$ cat config.mk
export PLATFORM = sky130hd
export DESIGN_NAME = wake_counter
export DESIGN_NICKNAME = d
export VERILOG_FILES = /design/src/hw/wake_pkg.sv /design/src/hw/ms_tick_gen.sv /design/src/hw/wake_counter.sv
export SDC_FILE = /design/constraint.sdc
export NUM_CORES = 1
export LEC_CHECK = 0
export BUFFER_PORTS_ARGS = -buffer_cell sky130_fd_sc_hd__buf_2
export CORE_MARGIN = 2
export CORE_UTILIZATION = 35
export CTS_CLUSTER_SIZE = 12
export DETAILED_ROUTE_END_ITERATION = 7
export GPL_TIMING_DRIVEN = 0
export PLACE_DENSITY = 0.57
export SETUP_SLACK_MARGIN = 0.4
export SLEW_MARGIN = 20
export SYNTH_ARGS = -nofsm -noshare
export SYNTH_HDL_FRONTEND = slang
export SYNTH_HIERARCHICAL = 1
export SYNTH_SLANG_ARGS = --single-unit
$ cat constraint.sdc
create_clock -name clk -period 2.65 [get_ports clk]
set_clock_uncertainty 0.15 [all_clocks]
set_input_delay 0 -clock clk [delete_from_list [all_inputs] [get_ports clk]]
set_output_delay 0 -clock clk [all_outputs]
set_load 0.02 [all_outputs]
$ cat src/hw/wake_pkg.sv
// Purpose: Constants for the GPIO wake-up event counter.
// Assumes: 100 MHz clock, APB slave with 32-bit data.
// Notes:   Register offsets are byte addresses.
// Contract
// - Software selects per pin which inputs may produce events.
// - With all pins selected, an active edge on any pin can wake the system unless another pin is already held active.
// - Each pin has a polarity bit choosing its active edge.
// - Polarity 0 makes a rising edge raise key hit.
// - A key hit loads the debounce counter from the control field.
// - The debounce counter decrements once per millisecond tick.
// - At zero with key hit still active, the event count increments.
// - After an active edge the opposite edge must come before idle.
// - Count equal to a nonzero target clears count; interrupt only if enabled or the match mask bit is set.
// - Any write to interrupt clear drops the pending interrupt, unless an enabled match sets it in the same cycle.
// - Any write to count clear returns the event count to zero.
// - The event count is readable at any time without disturbing it.
// - Debounce covers every whole millisecond from 0 to 63.
`default_nettype none

package wake_pkg;
   localparam int          PIN_COUNT      = 32;
   localparam int          COUNT_W        = 8;
   localparam int          DEB_W          = 6;
   localparam logic [11:0] OFF_SELECT     = 12'h000;
   localparam logic [11:0] OFF_POLARITY   = 12'h004;
   localparam logic [11:0] OFF_CONTROL    = 12'h008;
   localparam logic [11:0] OFF_TARGET     = 12'h00C;
   localparam logic [11:0] OFF_IRQ_CLEAR  = 12'h010;
   localparam logic [11:0] OFF_CNT_CLEAR  = 12'h014;
   localparam logic [11:0] OFF_COUNT      = 12'h018;
   localparam logic [11:0] OFF_STATUS     = 12'h01C;
   localparam logic [11:0] OFF_MASK       = 12'h020;
   localparam int          CTL_DEB_LSB    = 0;
   localparam int          CTL_IRQ_EN_BIT = 6;
   localparam int          ST_EVENT_BIT   = 0;
   localparam int          ST_MATCH_BIT   = 1;
   localparam int          ST_W           = 2;
   localparam int          TICK_MS        = 1;
   localparam int          CLK_MHZ        = 100;
   localparam int          TICK_CYCLES    = TICK_MS * CLK_MHZ * 1000;
   localparam logic [31:0] RESET_ZERO     = 32'h0000_0000;
endpackage : wake_pkg

`default_nettype wire

$ cat src/hw/ms_tick_gen.sv
// Purpose: Millisecond tick pulse from the system clock.
// Assumes: Synchronous active-low reset.
// Notes:   One-cycle pulse every tick_cycles clocks.
`default_nettype none

module ms_tick_gen #(
   parameter int tick_cycles = wake_pkg::TICK_CYCLES
) (
   // Clock and reset.
   input  wire logic clk,
   input  wire logic resetn,
   // Tick output.
   output logic      tick
);
   typedef struct packed {
      logic [31:0] cnt;
      logic        tick;
   } st_t;

   st_t st_r;
   st_t st_nxt;

   always_comb
   begin
      st_nxt = st_r;
      st_nxt.tick = 1'b0;
      if (st_r.cnt == 32'(tick_cycles - 1))
      begin
         st_nxt.cnt = 32'h0000_0000;
         st_nxt.tick = 1'b1;
      end
      else
      begin
         st_nxt.cnt = st_r.cnt + 32'h0000_0001;
      end
   end

   always_ff @(posedge clk)
   begin
      if (!resetn)
      begin
         st_r <= '0;
      end
      else
      begin
         st_r <= st_nxt;
      end
   end

   assign tick = st_r.tick;
endmodule : ms_tick_gen

`default_nettype wire

$ cat src/hw/wake_counter.sv
// Purpose: GPIO wake-up event counter with debounce, compare and interrupt.
// Assumes: Pins synchronous to clk; APB3 slave, zero wait states.
// Notes:   One shared debounce state machine serves all selected pins.
`default_nettype none

module wake_counter #(
   parameter int tick_cycles = wake_pkg::TICK_CYCLES
) (
   // Clock and reset.
   input  wire logic                               clk,
   input  wire logic                               resetn,
   // APB slave.
   input  wire logic                               psel,
   input  wire logic                               penable,
   input  wire logic                               pwrite,
   input  wire logic [11:0]                        paddr,
   input  wire logic [31:0]                        pwdata,
   output logic [31:0]                             prdata,
   output logic                                    pready,
   output logic                                    pslverr,
   // Pins and interrupt.
   input  wire logic [wake_pkg::PIN_COUNT-1:0]     gpio_in,
   output logic                                    wake_irq
);
   typedef enum logic [2:0] {
      S_IDLE  = 3'b001,
      S_DEB   = 3'b010,
      S_WAIT  = 3'b100
   } fsm_t;

   typedef struct packed {
      logic [wake_pkg::PIN_COUNT-1:0] pin_event_select;
      logic [wake_pkg::PIN_COUNT-1:0] pin_edge_polarity;
      logic [wake_pkg::DEB_W-1:0]     debounce_ms_setting;
      logic                           irq_enable;
      logic [wake_pkg::COUNT_W-1:0]   event_target_count;
      logic [wake_pkg::COUNT_W-1:0]   event_count_value;
      logic [wake_pkg::ST_W-1:0]      status;
      logic [wake_pkg::ST_W-1:0]      mask;
      logic                           wake_pending;
      logic [wake_pkg::PIN_COUNT-1:0] act_prev;
      logic [wake_pkg::DEB_W-1:0]     deb_cnt;
      fsm_t                           fsm;
      logic [31:0]                    rdata;
   } st_t;

   st_t st_r;
   st_t st_nxt;
   logic tick;
   logic [wake_pkg::PIN_COUNT-1:0] active;
   logic key_hit;
   logic key_rise;
   logic wr_en;
   logic rd_en;
   logic ev_seen;

   ms_tick_gen #(
      .tick_cycles (tick_cycles)
   ) u_tick (
      .clk    (clk),
      .resetn (resetn),
      .tick   (tick)
   );

   // Per pin active level: polarity 1 inverts, so a falling pin edge is active.
   genvar gi;
   generate
      for (gi = 0; gi < wake_pkg::PIN_COUNT; gi++)
      begin : g_pin
         assign active[gi] = st_r.pin_event_select[gi] &
                             (gpio_in[gi] ^ st_r.pin_edge_polarity[gi]);
      end
   endgenerate

   assign key_hit  = |active;
   assign key_rise = |(active & ~st_r.act_prev);
   assign wr_en    = psel & penable & pwrite;
   assign rd_en    = psel & ~penable & ~pwrite;

   always_comb
   begin
      logic [wake_pkg::ST_W-1:0] ev;
      logic                      clr_cnt;
      ev = '0;
      clr_cnt = 1'b0;
      st_nxt = st_r;
      st_nxt.act_prev = active;
      unique case (st_r.fsm)
         S_IDLE:
         begin
            if (key_rise)
            begin
               st_nxt.deb_cnt = st_r.debounce_ms_setting;
               st_nxt.fsm = S_DEB;
            end
         end
         S_DEB:
         begin
            if (!key_hit)
            begin
               st_nxt.fsm = S_IDLE;
            end
            else if (tick)
            begin
               if (st_r.deb_cnt == '0)
               begin
                  st_nxt.event_count_value = st_r.event_count_value + 1'b1;
                  ev[wake_pkg::ST_EVENT_BIT] = 1'b1;
                  st_nxt.fsm = S_WAIT;
               end
               else
               begin
                  st_nxt.deb_cnt = st_r.deb_cnt - 1'b1;
               end
            end
         end
         S_WAIT:
         begin
            if (!key_hit)
            begin
               st_nxt.fsm = S_IDLE;
            end
         end
      endcase
      if (st_r.event_count_value == st_r.event_target_count &&
          st_r.event_target_count != '0)
      begin
         clr_cnt = 1'b1;
         ev[wake_pkg::ST_MATCH_BIT] = 1'b1;
      end
      if (wr_en)
      begin
         unique case (paddr)
            wake_pkg::OFF_SELECT:    st_nxt.pin_event_select = pwdata;
            wake_pkg::OFF_POLARITY:  st_nxt.pin_edge_polarity = pwdata;
            wake_pkg::OFF_CONTROL:
            begin
               st_nxt.debounce_ms_setting =
                  pwdata[wake_pkg::CTL_DEB_LSB +: wake_pkg::DEB_W];
               st_nxt.irq_enable = pwdata[wake_pkg::CTL_IRQ_EN_BIT];
            end
            wake_pkg::OFF_TARGET:
               st_nxt.event_target_count = pwdata[wake_pkg::COUNT_W-1:0];
            wake_pkg::OFF_IRQ_CLEAR: st_nxt.wake_pending = 1'b0;
            wake_pkg::OFF_CNT_CLEAR: clr_cnt = 1'b1;
            wake_pkg::OFF_STATUS:
               st_nxt.status = st_r.status & ~pwdata[wake_pkg::ST_W-1:0];
            wake_pkg::OFF_MASK:      st_nxt.mask = pwdata[wake_pkg::ST_W-1:0];
            default:                 ;
         endcase
      end
      if (clr_cnt)
      begin
         st_nxt.event_count_value = '0;
      end
      // Hardware set wins over a same-cycle software clear.
      if (ev[wake_pkg::ST_MATCH_BIT] && st_r.irq_enable)
      begin
         st_nxt.wake_pending = 1'b1;
      end
      st_nxt.status = st_nxt.status | ev;
      if (rd_en)
      begin
         unique case (paddr)
            wake_pkg::OFF_SELECT:   st_nxt.rdata = st_r.pin_event_select;
            wake_pkg::OFF_POLARITY: st_nxt.rdata = st_r.pin_edge_polarity;
            wake_pkg::OFF_CONTROL:
               st_nxt.rdata = {25'h0, st_r.irq_enable, st_r.debounce_ms_setting};
            wake_pkg::OFF_TARGET:   st_nxt.rdata = {24'h0, st_r.event_target_count};
            wake_pkg::OFF_COUNT:    st_nxt.rdata = {24'h0, st_r.event_count_value};
            wake_pkg::OFF_STATUS:   st_nxt.rdata = {30'h0, st_r.status};
            wake_pkg::OFF_MASK:     st_nxt.rdata = {30'h0, st_r.mask};
            default:                st_nxt.rdata = wake_pkg::RESET_ZERO;
         endcase
      end
   end

   always_ff @(posedge clk)
   begin
      if (!resetn)
      begin
         st_r <= '0;
         st_r.fsm <= S_IDLE;
      end
      else
      begin
         st_r <= st_nxt;
      end
   end

   assign prdata   = st_r.rdata;
   assign pready   = 1'b1;
   assign pslverr  = 1'b0;
   assign wake_irq = st_r.wake_pending | (|(st_r.status & st_r.mask));

   a_count_step: assert property (@(posedge clk) disable iff (!resetn)
      (st_r.fsm == S_DEB && key_hit && tick && st_r.deb_cnt == '0 && !wr_en &&
       st_r.event_count_value != st_r.event_target_count)
      |=> st_r.event_count_value == $past(st_r.event_count_value) + 1'b1)
      else $error("event count did not step");
   a_deb_load: assert property (@(posedge clk) disable iff (!resetn)
      (st_r.fsm == S_IDLE && key_rise) |=> st_r.deb_cnt == $past(st_r.debounce_ms_setting))
      else $error("debounce not loaded");
   a_deb_tick: assert property (@(posedge clk) disable iff (!resetn)
      (st_r.fsm == S_DEB && !tick) |=> st_r.deb_cnt == $past(st_r.deb_cnt))
      else $error("debounce moved without tick");
   a_wait_hold: assert property (@(posedge clk) disable iff (!resetn)
      (st_r.fsm == S_WAIT && key_hit) |=> st_r.fsm == S_WAIT)
      else $error("left wait without reverse edge");
   a_match_irq: assert property (@(posedge clk) disable iff (!resetn)
      (st_r.event_count_value == st_r.event_target_count && st_r.event_target_count != '0
       && st_r.irq_enable) |=> wake_irq && st_r.event_count_value == '0)
      else $error("match did not raise interrupt");
   a_irq_clear: assert property (@(posedge clk) disable iff (!resetn)
      (wr_en && paddr == wake_pkg::OFF_IRQ_CLEAR && st_r.event_count_value !=
       st_r.event_target_count) |=> !st_r.wake_pending)
      else $error("interrupt clear ignored");
   a_cnt_clear: assert property (@(posedge clk) disable iff (!resetn)
      (wr_en && paddr == wake_pkg::OFF_CNT_CLEAR) |=> st_r.event_count_value == '0)
      else $error("count clear ignored");
   a_unsel_quiet: assert property (@(posedge clk) disable iff (!resetn)
      (st_r.pin_event_select == '0) |-> !key_hit)
      else $error("unselected pin made event");

   // These watch the debounce walk one state at a time, then count, interrupt, tick and reads.
   a_deb_step: assert property (@(posedge clk) disable iff (!resetn)
      (st_r.fsm == S_DEB && key_hit && tick && st_r.deb_cnt != '0)
      |=> st_r.deb_cnt == $past(st_r.deb_cnt) - 1'b1)
      else $error("debounce did not step down on tick");

   a_deb_abort: assert property (@(posedge clk) disable iff (!resetn)
      (st_r.fsm == S_DEB && !key_hit) |=> st_r.fsm == S_IDLE)
      else $error("debounce kept without key hit");

   a_wait_exit: assert property (@(posedge clk) disable iff (!resetn)
      (st_r.fsm == S_WAIT && !key_hit) |=> st_r.fsm == S_IDLE)
      else $error("wait did not return to idle");

   a_idle_arm: assert property (@(posedge clk) disable iff (!resetn)
      (st_r.fsm == S_IDLE && key_rise) |=> st_r.fsm == S_DEB)
      else $error("active edge did not start debounce");

   a_idle_hold: assert property (@(posedge clk) disable iff (!resetn)
      (st_r.fsm == S_IDLE && !key_rise) |=> st_r.fsm == S_IDLE)
      else $error("idle left without active edge");

   a_wait_nocount: assert property (@(posedge clk) disable iff (!resetn)
      (st_r.fsm == S_WAIT) |=> st_r.fsm != S_DEB)
      else $error("wait went straight to debounce");

   a_count_still: assert property (@(posedge clk) disable iff (!resetn)
      (st_r.fsm != S_DEB && !wr_en &&
       st_r.event_count_value != st_r.event_target_count)
      |=> $stable(st_r.event_count_value))
      else $error("count moved outside debounce");

   a_status_set: assert property (@(posedge clk) disable iff (!resetn)
      (st_r.fsm == S_DEB && key_hit && tick && st_r.deb_cnt == '0)
      |=> st_r.status[wake_pkg::ST_EVENT_BIT])
      else $error("counted event not flagged");

   a_irq_gate: assert property (@(posedge clk) disable iff (!resetn)
      (!st_r.irq_enable && !st_r.wake_pending) |=> !st_r.wake_pending)
      else $error("interrupt raised while disabled");

   a_pend_set: assert property (@(posedge clk) disable iff (!resetn)
      (st_r.event_count_value == st_r.event_target_count &&
       st_r.event_target_count != '0 && st_r.irq_enable) |=> st_r.wake_pending)
      else $error("match did not set pending");

   a_match_clear: assert property (@(posedge clk) disable iff (!resetn)
      (st_r.event_count_value == st_r.event_target_count &&
       st_r.event_target_count != '0) |=> st_r.event_count_value == '0)
      else $error("match did not clear count");

   a_pend_hold: assert property (@(posedge clk) disable iff (!resetn)
      (st_r.wake_pending && !(wr_en && paddr == wake_pkg::OFF_IRQ_CLEAR))
      |=> st_r.wake_pending)
      else $error("pending dropped without clear");

   a_tick_pulse: assert property (@(posedge clk) disable iff (!resetn)
      tick |=> !tick)
      else $error("tick wider than one cycle");

   a_rdata_count: assert property (@(posedge clk) disable iff (!resetn)
      (rd_en && paddr == wake_pkg::OFF_COUNT)
      |=> prdata == {24'h0, $past(st_r.event_count_value)})
      else $error("count read wrong");

   a_ctl_read: assert property (@(posedge clk) disable iff (!resetn)
      (rd_en && paddr == wake_pkg::OFF_CONTROL)
      |=> prdata[wake_pkg::DEB_W-1:0] == $past(st_r.debounce_ms_setting))
      else $error("debounce setting read wrong");

   a_tgt_read: assert property (@(posedge clk) disable iff (!resetn)
      (rd_en && paddr == wake_pkg::OFF_TARGET)
      |=> prdata == {24'h0, $past(st_r.event_target_count)})
      else $error("target read wrong");

   a_sel_read: assert property (@(posedge clk) disable iff (!resetn)
      (rd_en && paddr == wake_pkg::OFF_SELECT)
      |=> prdata == $past(st_r.pin_event_select))
      else $error("select read wrong");

   a_pol_read: assert property (@(posedge clk) disable iff (!resetn)
      (rd_en && paddr == wake_pkg::OFF_POLARITY)
      |=> prdata == $past(st_r.pin_edge_polarity))
      else $error("polarity read wrong");

   // Each pin is gated by its own select and polarity bits.
   generate
      for (gi = 0; gi < wake_pkg::PIN_COUNT; gi++)
      begin : g_pin_chk
         a_pin_gate: assert property (@(posedge clk) disable iff (!resetn)
            !st_r.pin_event_select[gi] |-> !active[gi])
            else $error("unselected pin active");
         a_pin_pol: assert property (@(posedge clk) disable iff (!resetn)
            (st_r.pin_event_select[gi] && (gpio_in[gi] != st_r.pin_edge_polarity[gi]))
            |-> active[gi])
            else $error("pin polarity not applied");
      end
   endgenerate

   c_event: cover property (@(posedge clk) ev_seen);
   c_match: cover property (@(posedge clk) st_r.wake_pending);
   c_rearm: cover property (@(posedge clk) st_r.fsm == S_WAIT ##[1:100] st_r.fsm == S_IDLE);
   c_debounce: cover property (@(posedge clk) st_r.fsm == S_DEB);
   c_cnt_clear: cover property (@(posedge clk) wr_en && paddr == wake_pkg::OFF_CNT_CLEAR);

   assign ev_seen = st_r.status[wake_pkg::ST_EVENT_BIT];
endmodule : wake_counter

`default_nettype wire

# --- Word-level counts from Yosys, hierarchy flattened ---
# Cells that the tools add are included.
op_classes:
  addsub: 3
  eq_ne: 20
  muxes: 23
  n_bitwise: 78
  reduce_logical: 22
op_table:
  columns: ["op", "count"]
  rows:
  - ["case mux 32 bit (7 select lines)", 1]
  - ["OR reduction 32 bit", 2]
  - ["equality test 12 x 5 -> 1 bit, second input constant", 4]
  - ["AND 1 bit", 36]
  - ["adder 32 x 1 -> 32 bit, second input constant", 1]
  - ["AND 32 bit", 1]
  - ["equality test 32 x 17 -> 1 bit, second input constant", 1]
  - ["inverter 32 bit", 1]
  - ["XOR 1 bit", 32]
  - ["equality test 12 x 4 -> 1 bit, second input constant", 2]
  - ["2-to-1 mux 9 bit", 2]
  - ["equality test 12 x 3 -> 1 bit, second input constant", 1]
  - ["equality test 12 x 6 -> 1 bit, second input constant", 1]
  - ["zero test 12 bit", 1]
  - ["2-to-1 mux 6 bit", 2]
  - ["case mux 6 bit (2 select lines)", 1]
  - ["AND reduction 2 bit", 6]
  - ["2-to-1 mux 1 bit", 10]
  - ["2-to-1 mux 3 bit", 3]
  - ["case mux 3 bit (3 select lines)", 1]
  - ["adder 8 x 1 -> 8 bit, second input constant", 1]
  - ["equality test 8 bit", 1]
  - ["inequality test 2 bit, second input constant", 4]
  - ["AND reduction 4 bit", 2]
  - ["20 further kinds", 29]
word_totals:
  ff_bits: 198
  in_bits: 81
  out_inout_bits: 35

# --- Longest topological paths before layout ---
# Gate-level depths: netlist (run 1).
depth:
  ltp_word: 6
  ltp_mapped: 9

# --- Cells and area by module ---
# The synthesis (run 1) kept the hierarchy.
by_module_without_submodules:
  columns: ["module", "n_inst", "cells_each", "area_per_inst_um2", "seq_area_each_um2"]
  rows:
  - ["wake_counter", 1, 927, 7767.4, 3303.2]
  - ["ms_tick_gen", 1, 197, 1651.6, 660.6]

# --- Least setup slack after synthesis (run 1) ---
# Ideal clock, no wire load.
synth_timing:
  path_type: "reg-to-reg"
  from: "register st_r[32] in the netlist's numbering"
  to: "register st_r[35] in the netlist's numbering"
  arrival_time_ns: 2.297
  slack_ns: 0.133
  stages_incl_launch_ff: 9
  synth_period_minus_slack_ns: 2.517
  cell_sequence: "dfxtp_1 > or3b_1 > a31oi_1 > o2111ai_1 > or4_1 > or3_1 > buf_2 > a31o_1 > a21boi_1"
synth_via:
  elab_chain_cells: 3
  word_cells_on_any_way: 9
  classes_between: "eq/ne (6); mux (1); reduce/logical (2)"
synth_rtl:
  columns: ["element", "line_no", "text"]
  rows:
  - ["from (decl)", "wake_counter.sv:47", "st_t st_r;"]
  - ["from (signal assigned)", "wake_counter.sv:187", "st_r <= st_nxt;"]
  - ["equality test 3 x 2 -> 1 bit or equality test 3 x 1 -> 1 bit (tied branches)", "wake_counter.sv:88", "unique case (st_r.fsm)"]
  - ["inequality test 2 x 1 -> 1 bit (no line) (tied with other cells)", null, null]
  - ["AND reduction 5 bit (no line)", null, null]
# Parallel ways exist; a longest one is shown, timed or not.
# A chain may end at the register's enable or synchronous reset.

# --- Worst setup path after layout (run 1) ---
layout_timing:
  from: "register st_r[33] in the netlist's numbering"
  to: "register st_r[35] in the netlist's numbering"
# The elaborated chain is that of the path after synthesis.

==> results.toml, run 1 <==
[sta]
setup_viol = 0
rsz0062_at_grt = "yes"
fmax_mhz = 382.5
hold_viol = 0
min_period_over_period_pct = 98.65
slew_violations = 0
worst-slew-pin-transition_ns = 0.7274
max_slew_margin_pct = 51.51
fin_crit_ns = 2.614

[clock_network]
cts_max_path_buffers = 2
cts-root-buf = "clkbuf_16"
clk-insertion-delay-late_ns = 0.44
clk_pin_slew_ns = 0.09
cts_sinks = 198
cts_tree = "done"
numCtsBuffers = 17
cts_max_level = 4

[placed_design]
hpwl_mm = 21.29
gp_congestion = 0.8697
port_buffers = 113
dpl_cell_area_mm2 = 0.01042

[synth]
synth_top_cell_area_share_pct = 42.08
synth-edff-count = 0
synth-seq-cells = 198
synth_ff_type = "dfxtp_1"
syn-num-nets = 1208
yosys.area.top_type = "dfxtp_1"
yosysWarnings = 6
ys_async_sr_fraction_pct = 0
netlist_instances = 1124
seq_area_frac_synth_pct = 42.08
synthTopCellsByArea = "dfxtp_1 (42%), nand2_1 (8.8%), a21boi_1 (6.5%)"
syn_avg_cell_area_um2 = 8.380
synthesis.area_mm2 = 0.009419
synth_cell_types = 64

[setup_path]
required_ns = 2.87
path_cells = "or3b_4, a31oi_4, o2111ai_2, or4_4, or3_4, buf_6, a31o_1, a21boi_1"
critPathTopFamily = "simple AND/OR/NAND/NOR gates"
path_depth = 8
criticalPathCategory = "reg2reg"
r2r_cells = 8
cp_num_buf_inv = 1
cp_slowest_cell = "or4_4"
max_stage_delay_ns = 0.45
end_kind = "flip-flop"
path_max_fanout = 7
cp.arrival_ns = 2.84
critPathLaunchType = "flip-flop"

[global_routing]
antenna_found_initial = 1
grt_pass1_vias = 8443
grt_pass1_wl_mm = 46.18
grt_util_all_layers_pct = 20.84
grt_max_degree = 23
grt_overflow = 0

[floorplan]
row_count = 60
pin_count = 116
fp.dieW_um = 168.0
die_area_mm2 = 0.02824
initial_core_util_pct = 35.34
core-area_mm2 = 0.02665
die_y_um = 168.0

[cells_and_area]
fin_nets = 1437
post-route-util_pct = 47.29
area_growth_pct = 33.79
drive_gt1_share_pct = 24.96
stdcell_area_mm2 = 0.01260

[drt]
drc = 0
routed_wl_mm = 29.28
drtAntennaViolNets = 0
drtIter0Drc = 613
wire_per_inst_um = 17.14
num_vias = 8839
dr.pass1.iters = 5
vias_per_cell = 5.175

[pwr]
p_per_area_mw_per_mm2 = 507.7
ir_worst_vdd_mv = 0.3355
power.leakage_nw = 4.726

[min_path]
hold_path_class = "in2reg"
hold_depth = 5

[flow_run]
cap_violations = 0

[outcome]
status = "complete, no violations"
==> registers in the layout, indices dropped and copies added (netlist names) <==
signal       count
u_tick/st_r     32
st_r           132
u_tick/tick      1
ev_seen          1
prdata          32
==> final timing paths <==
path,start,endpoint,slack [ns]
setup / recovery,st_r[33],st_r[35],0.04
hold / removal,psel,st_r[100],0.04
setup reg to reg,st_r[33],st_r[35],0.04
hold reg to reg,u_tick/st_r[1],u_tick/st_r[1],0.30
==> cell families after synthesis <==
logic type | after synthesis | share of synthesized area (%)
muxes | 15 | 1.607
other | 2 | 0.07973
DFF | 198 | 42.08
adders and majority gates | 3 | 0.3986
xor gates and xnor gates | 58 | 5.393
buffers and inverters | 114 | 6.124
AOI/OAI and AO/OA | 257 | 19.05
and+or+nand+nor | 477 | 25.27
==> layout make-up <==
class	count	area [um^2]
tap	341	426.7
buffer	98	565.5
sequential	198	4014
clock inverter	15	191.4
clock buffer	17	425.4
timing repair buffer	210	1494
fill	2582	14050
multi-input combinational	812	5423
inverter	16	60.06
antenna	1	2.502
==> power breakdown <==
group          total [mW]  internal, mW  leakage, nW  switching, mW
clock                2.69          1.30        0.298           1.39
combinational       0.681         0.318         2.82          0.363
sequential           3.03          3.00         1.61         0.0313
total                6.40          4.61         4.73           1.78
==> per-layer routing <==
layer | vias up | wire (um) | global-route usage, %
li1 | 4368 | - | -
met1 | 4220 | 13530 | 27.82
met2 | 220 | 13780 | 34.42
met3 | 31 | 1311 | 3.597
met4 | 0 | 663 | 6.578
met5 | - | 0 | 0
==> layout by cell type, fill, tap and decap left out, types with 9 or more instances in the layout <==
master         Yosys  routed
nand2_1          220     219
dfxtp_1          198     172
buf_2             11     120
a21boi_1          81      81
dlygate4sd3_1      0      70
buf_4             34      55
nor2_1            41      37
clkbuf_1          51      37
and3_1            37      36
a22oi_1           47      35
o21ai_1           30      31
and2_1            30      30
xor2_2             0      28
nand3_1           29      27
a21oi_1           27      24
nand4_1           23      23
dfxtp_2            0      19
clkbuf_16          0      17
inv_1             16      16
xnor2_1           15      15
clkbuf_2           0      14
mux2i_1           14      14
nor4_1            16      13
xor2_1            43      12
a22oi_2            0      12
o31ai_1           14      12
nor2b_1           11      11
nand3b_1          11      11
or3_1             11      10
or4_1             11       9
==> repair_timing <==
action                                  CTS  global route
hold buffers                             70             0
hold endpoints to repair                139             0
gates resized for setup                  88            68
gates cloned                              0             1
endpoints found under the setup margin  138           137
buffers inserted                         16            10
pin swaps                                34            30
==> cell usage after synthesis (all sizes together), types with 12 or more instances <==
master	count
nand2	220
dfxtp	198
a21boi	81
clkbuf	51
a22oi	47
buf	47
xor2	43
nor2	41
o21ai	38
and3	37
and2	30
nand3	30
a21oi	27
nand4	24
inv	16
nor4	16
o31ai	15
xnor2	15
mux2i	14
or4	13
nor3	12
==> per-stage QoR <==
stage / std cells / hold slack (ns) / TNS (ns) / total power [mW] / worst slack (ns)
detailed placement: 1578 / 0.1110 / -20.32 / 3.546 / -0.3301
global placement: 1578 / 0.1065 / -17.48 / 3.547 / -0.3284
floorplan: 1124 / -0.01517 / 0 / 3.342 / 0.2906
CTS: 1696 / 0.01373 / 0 / 6.399 / 0.04315
finish: 1708 / 0.03842 / 0 / 6.398 / 0.03583
global route: 1708 / 0.03594 / -0.02735 / 6.610 / -0.02579
==> worst register-to-register path, cell delays in order, from the launching register on <==
cell and delay [ns]:
dfxtp_2 0.34, or3b_4 0.44, a31oi_4 0.20, o2111ai_2 0.13
or4_4 0.45, or3_4 0.36, buf_6 0.15, a31o_1 0.20
a21boi_1 0.13
No activity file was read; power rests on OpenSTA's default activity.
==> run 2: changes to the inputs <==
--- a/config.mk
+++ b/config.mk
@@ -6,7 +6,6 @@
 export NUM_CORES = 1
 export LEC_CHECK = 0
 export BUFFER_PORTS_ARGS = -buffer_cell sky130_fd_sc_hd__buf_2
-export CORE_MARGIN = 2
 export CORE_UTILIZATION = 35
 export CTS_CLUSTER_SIZE = 12
 export DETAILED_ROUTE_END_ITERATION = 7
==> run 2 against run 1 <==
Effect of this change: the flow now finishes with violations (design-rule violations); global-route usage up 0.63 points; critical endpoint unchanged; utilization up 0.94 points; hold slack got worse by 0.014 ns; critical path type unchanged; fmax up 0.78%; via count rose by 0.79%.
==> results.toml, run 2 (synthesized netlist as in run 1, its figures left out) <==
[outcome]
status = "finished, violations left"
violations = "design-rule violations"

[sta]
rsz0062_at_grt = "yes"
fin_crit_ns = 2.594
max_slew_margin_pct = 47.59
holdWs_ns = 0.02484
slew_violations = 0
fin_ws_ns = 0.05612
fmax_mhz = 385.5
finalSetupTns_ns = 0
min_period_over_period_pct = 97.88
setup_viol = 0
hold_viol = 0
worst-slew-pin-transition_ns = 0.7862

[clock_network]
numCtsBuffers = 17
cts_sinks = 198
cts_max_path_buffers = 2
cts-root-buf = "clkbuf_16"
cts_tree = "done"
cts_max_level = 4
clk_pin_slew_ns = 0.08
clk-insertion-delay-late_ns = 0.45

[pwr]
power.total_mw = 6.384
ir_worst_vdd_mv = 0.2781
power.leakage_nw = 4.787
p_per_area_mw_per_mm2 = 505.2

[floorplan]
die_area_mm2 = 0.02757
core-area_mm2 = 0.02621
initial_core_util_pct = 35.94
row_count = 59
fp.dieW_um = 166.0
die_y_um = 166.0
pin_count = 116

[setup_path]
end_kind = "flip-flop"
path_max_fanout = 7
critPathLaunchType = "flip-flop"
required_ns = 2.87
cp.arrival_ns = 2.81
criticalPathCategory = "reg2reg"

[flow_run]
cap_violations = 0

[placed_design]
pre_cts_slack_ns = -0.3834
gp_congestion = 0.8691
port_buffers = 113
dpl_cell_area_mm2 = 0.01041
dp_cells = 1572
hpwl_mm = 21.11

[cells_and_area]
top_register = "st_r"
post-route-util_pct = 48.22
largest_reg_flops = 132
fin_cells = 1706
final_cell_mix = "nand2_1 (220), dfxtp_1 (174), buf_2 (120), a21boi_1 (81), dlygate4sd3_1 (70)"
stdcell_area_mm2 = 0.01264
area_growth_pct = 34.17
drive_gt1_share_pct = 24.58
antennaDiodeCount = 0
final_common_cell = "nand2_1"
fin_nets = 1442

[drt]
wire_per_inst_um = 17.44
dr.pass1.iters = 8
vias_per_cell = 5.222
drc = 10
num_vias = 8909
drtIter0Drc = 678
drtAntennaViolNets = 0
routed_wl_mm = 29.75

[min_path]
hold_path_class = "in2reg"

[global_routing]
grt_overflow = 0
grt_pass1_wl_mm = 46.22
grt_max_degree = 23
grt_pass1_vias = 8435
grt_util_all_layers_pct = 21.47
antenna_found_initial = 0
-- run 2: cell count changes in the layout (fill, tap and decap cells not counted), sizes merged --
| cell | delta |
|---|---|
| buf | +8 |
| clkbuf | -3 |
| clkinvlp | +1 |
| diode | -1 |
| inv | -1 |
-- run 2: report_power, final --
part | switching [mW] | leakage [nW] | internal (mW) | total [mW]
clock | 1.38 | 0.295 | 1.29 | 2.68
sequential | 0.0288 | 1.61 | 3.00 | 3.03
combinational | 0.364 | 2.88 | 0.318 | 0.681
total | 1.77 | 4.79 | 4.61 | 6.38
-- run 2: worst paths after layout --
check                                from        end  slack [ns]  cells after the start
worst min register to register  prdata[6]  prdata[6]        0.30                      2
worst max register to register   st_r[33]   st_r[35]        0.06                      8
worst max-delay path             st_r[33]   st_r[35]        0.06                      8
worst min-delay path                 psel   st_r[94]        0.02                      5
-- run 2: per-layer routing --
layer  GRT usage [%]  vias to the layer above  part of all wire, %
li1                -                     4390                    -
met1           28.85                     4262                   46
met2           35.31                      218                   47
met3           2.908                       39                  3.9
met4           7.395                        0                  2.4
met5               0                        -                    0
-- run 2: critical path, cell delays in order, from the launching register on --
cell and delay, ns:
dfxtp_2 0.34, or3b_4 0.44, a31oi_4 0.19, o2111ai_2 0.13, or4_4 0.44, or3_4 0.36, buf_6 0.15, a31o_1 0.19
a21boi_1 0.13
-- run 2: cell type report --
type / count / area (um^2)
fillers: 2562 / 13570
multi-input cells: 812 / 5428
flip-flops and latches: 198 / 4004
repair buffers: 215 / 1536
plain buffers: 98 / 569.3
clock buffers: 17 / 425.4
well taps: 335 / 419.2
clock inverters: 15 / 195.2
inverters: 16 / 60.06
-- run 2: repair_timing --
item,4_1_cts,5_1_grt
gates cloned,0,1
endpoints found under the hold margin,139,0
gates resized for setup,67,88
buffers inserted,16,15
endpoints found under the setup margin,118,138
pin swaps,27,27
hold buffers,70,0
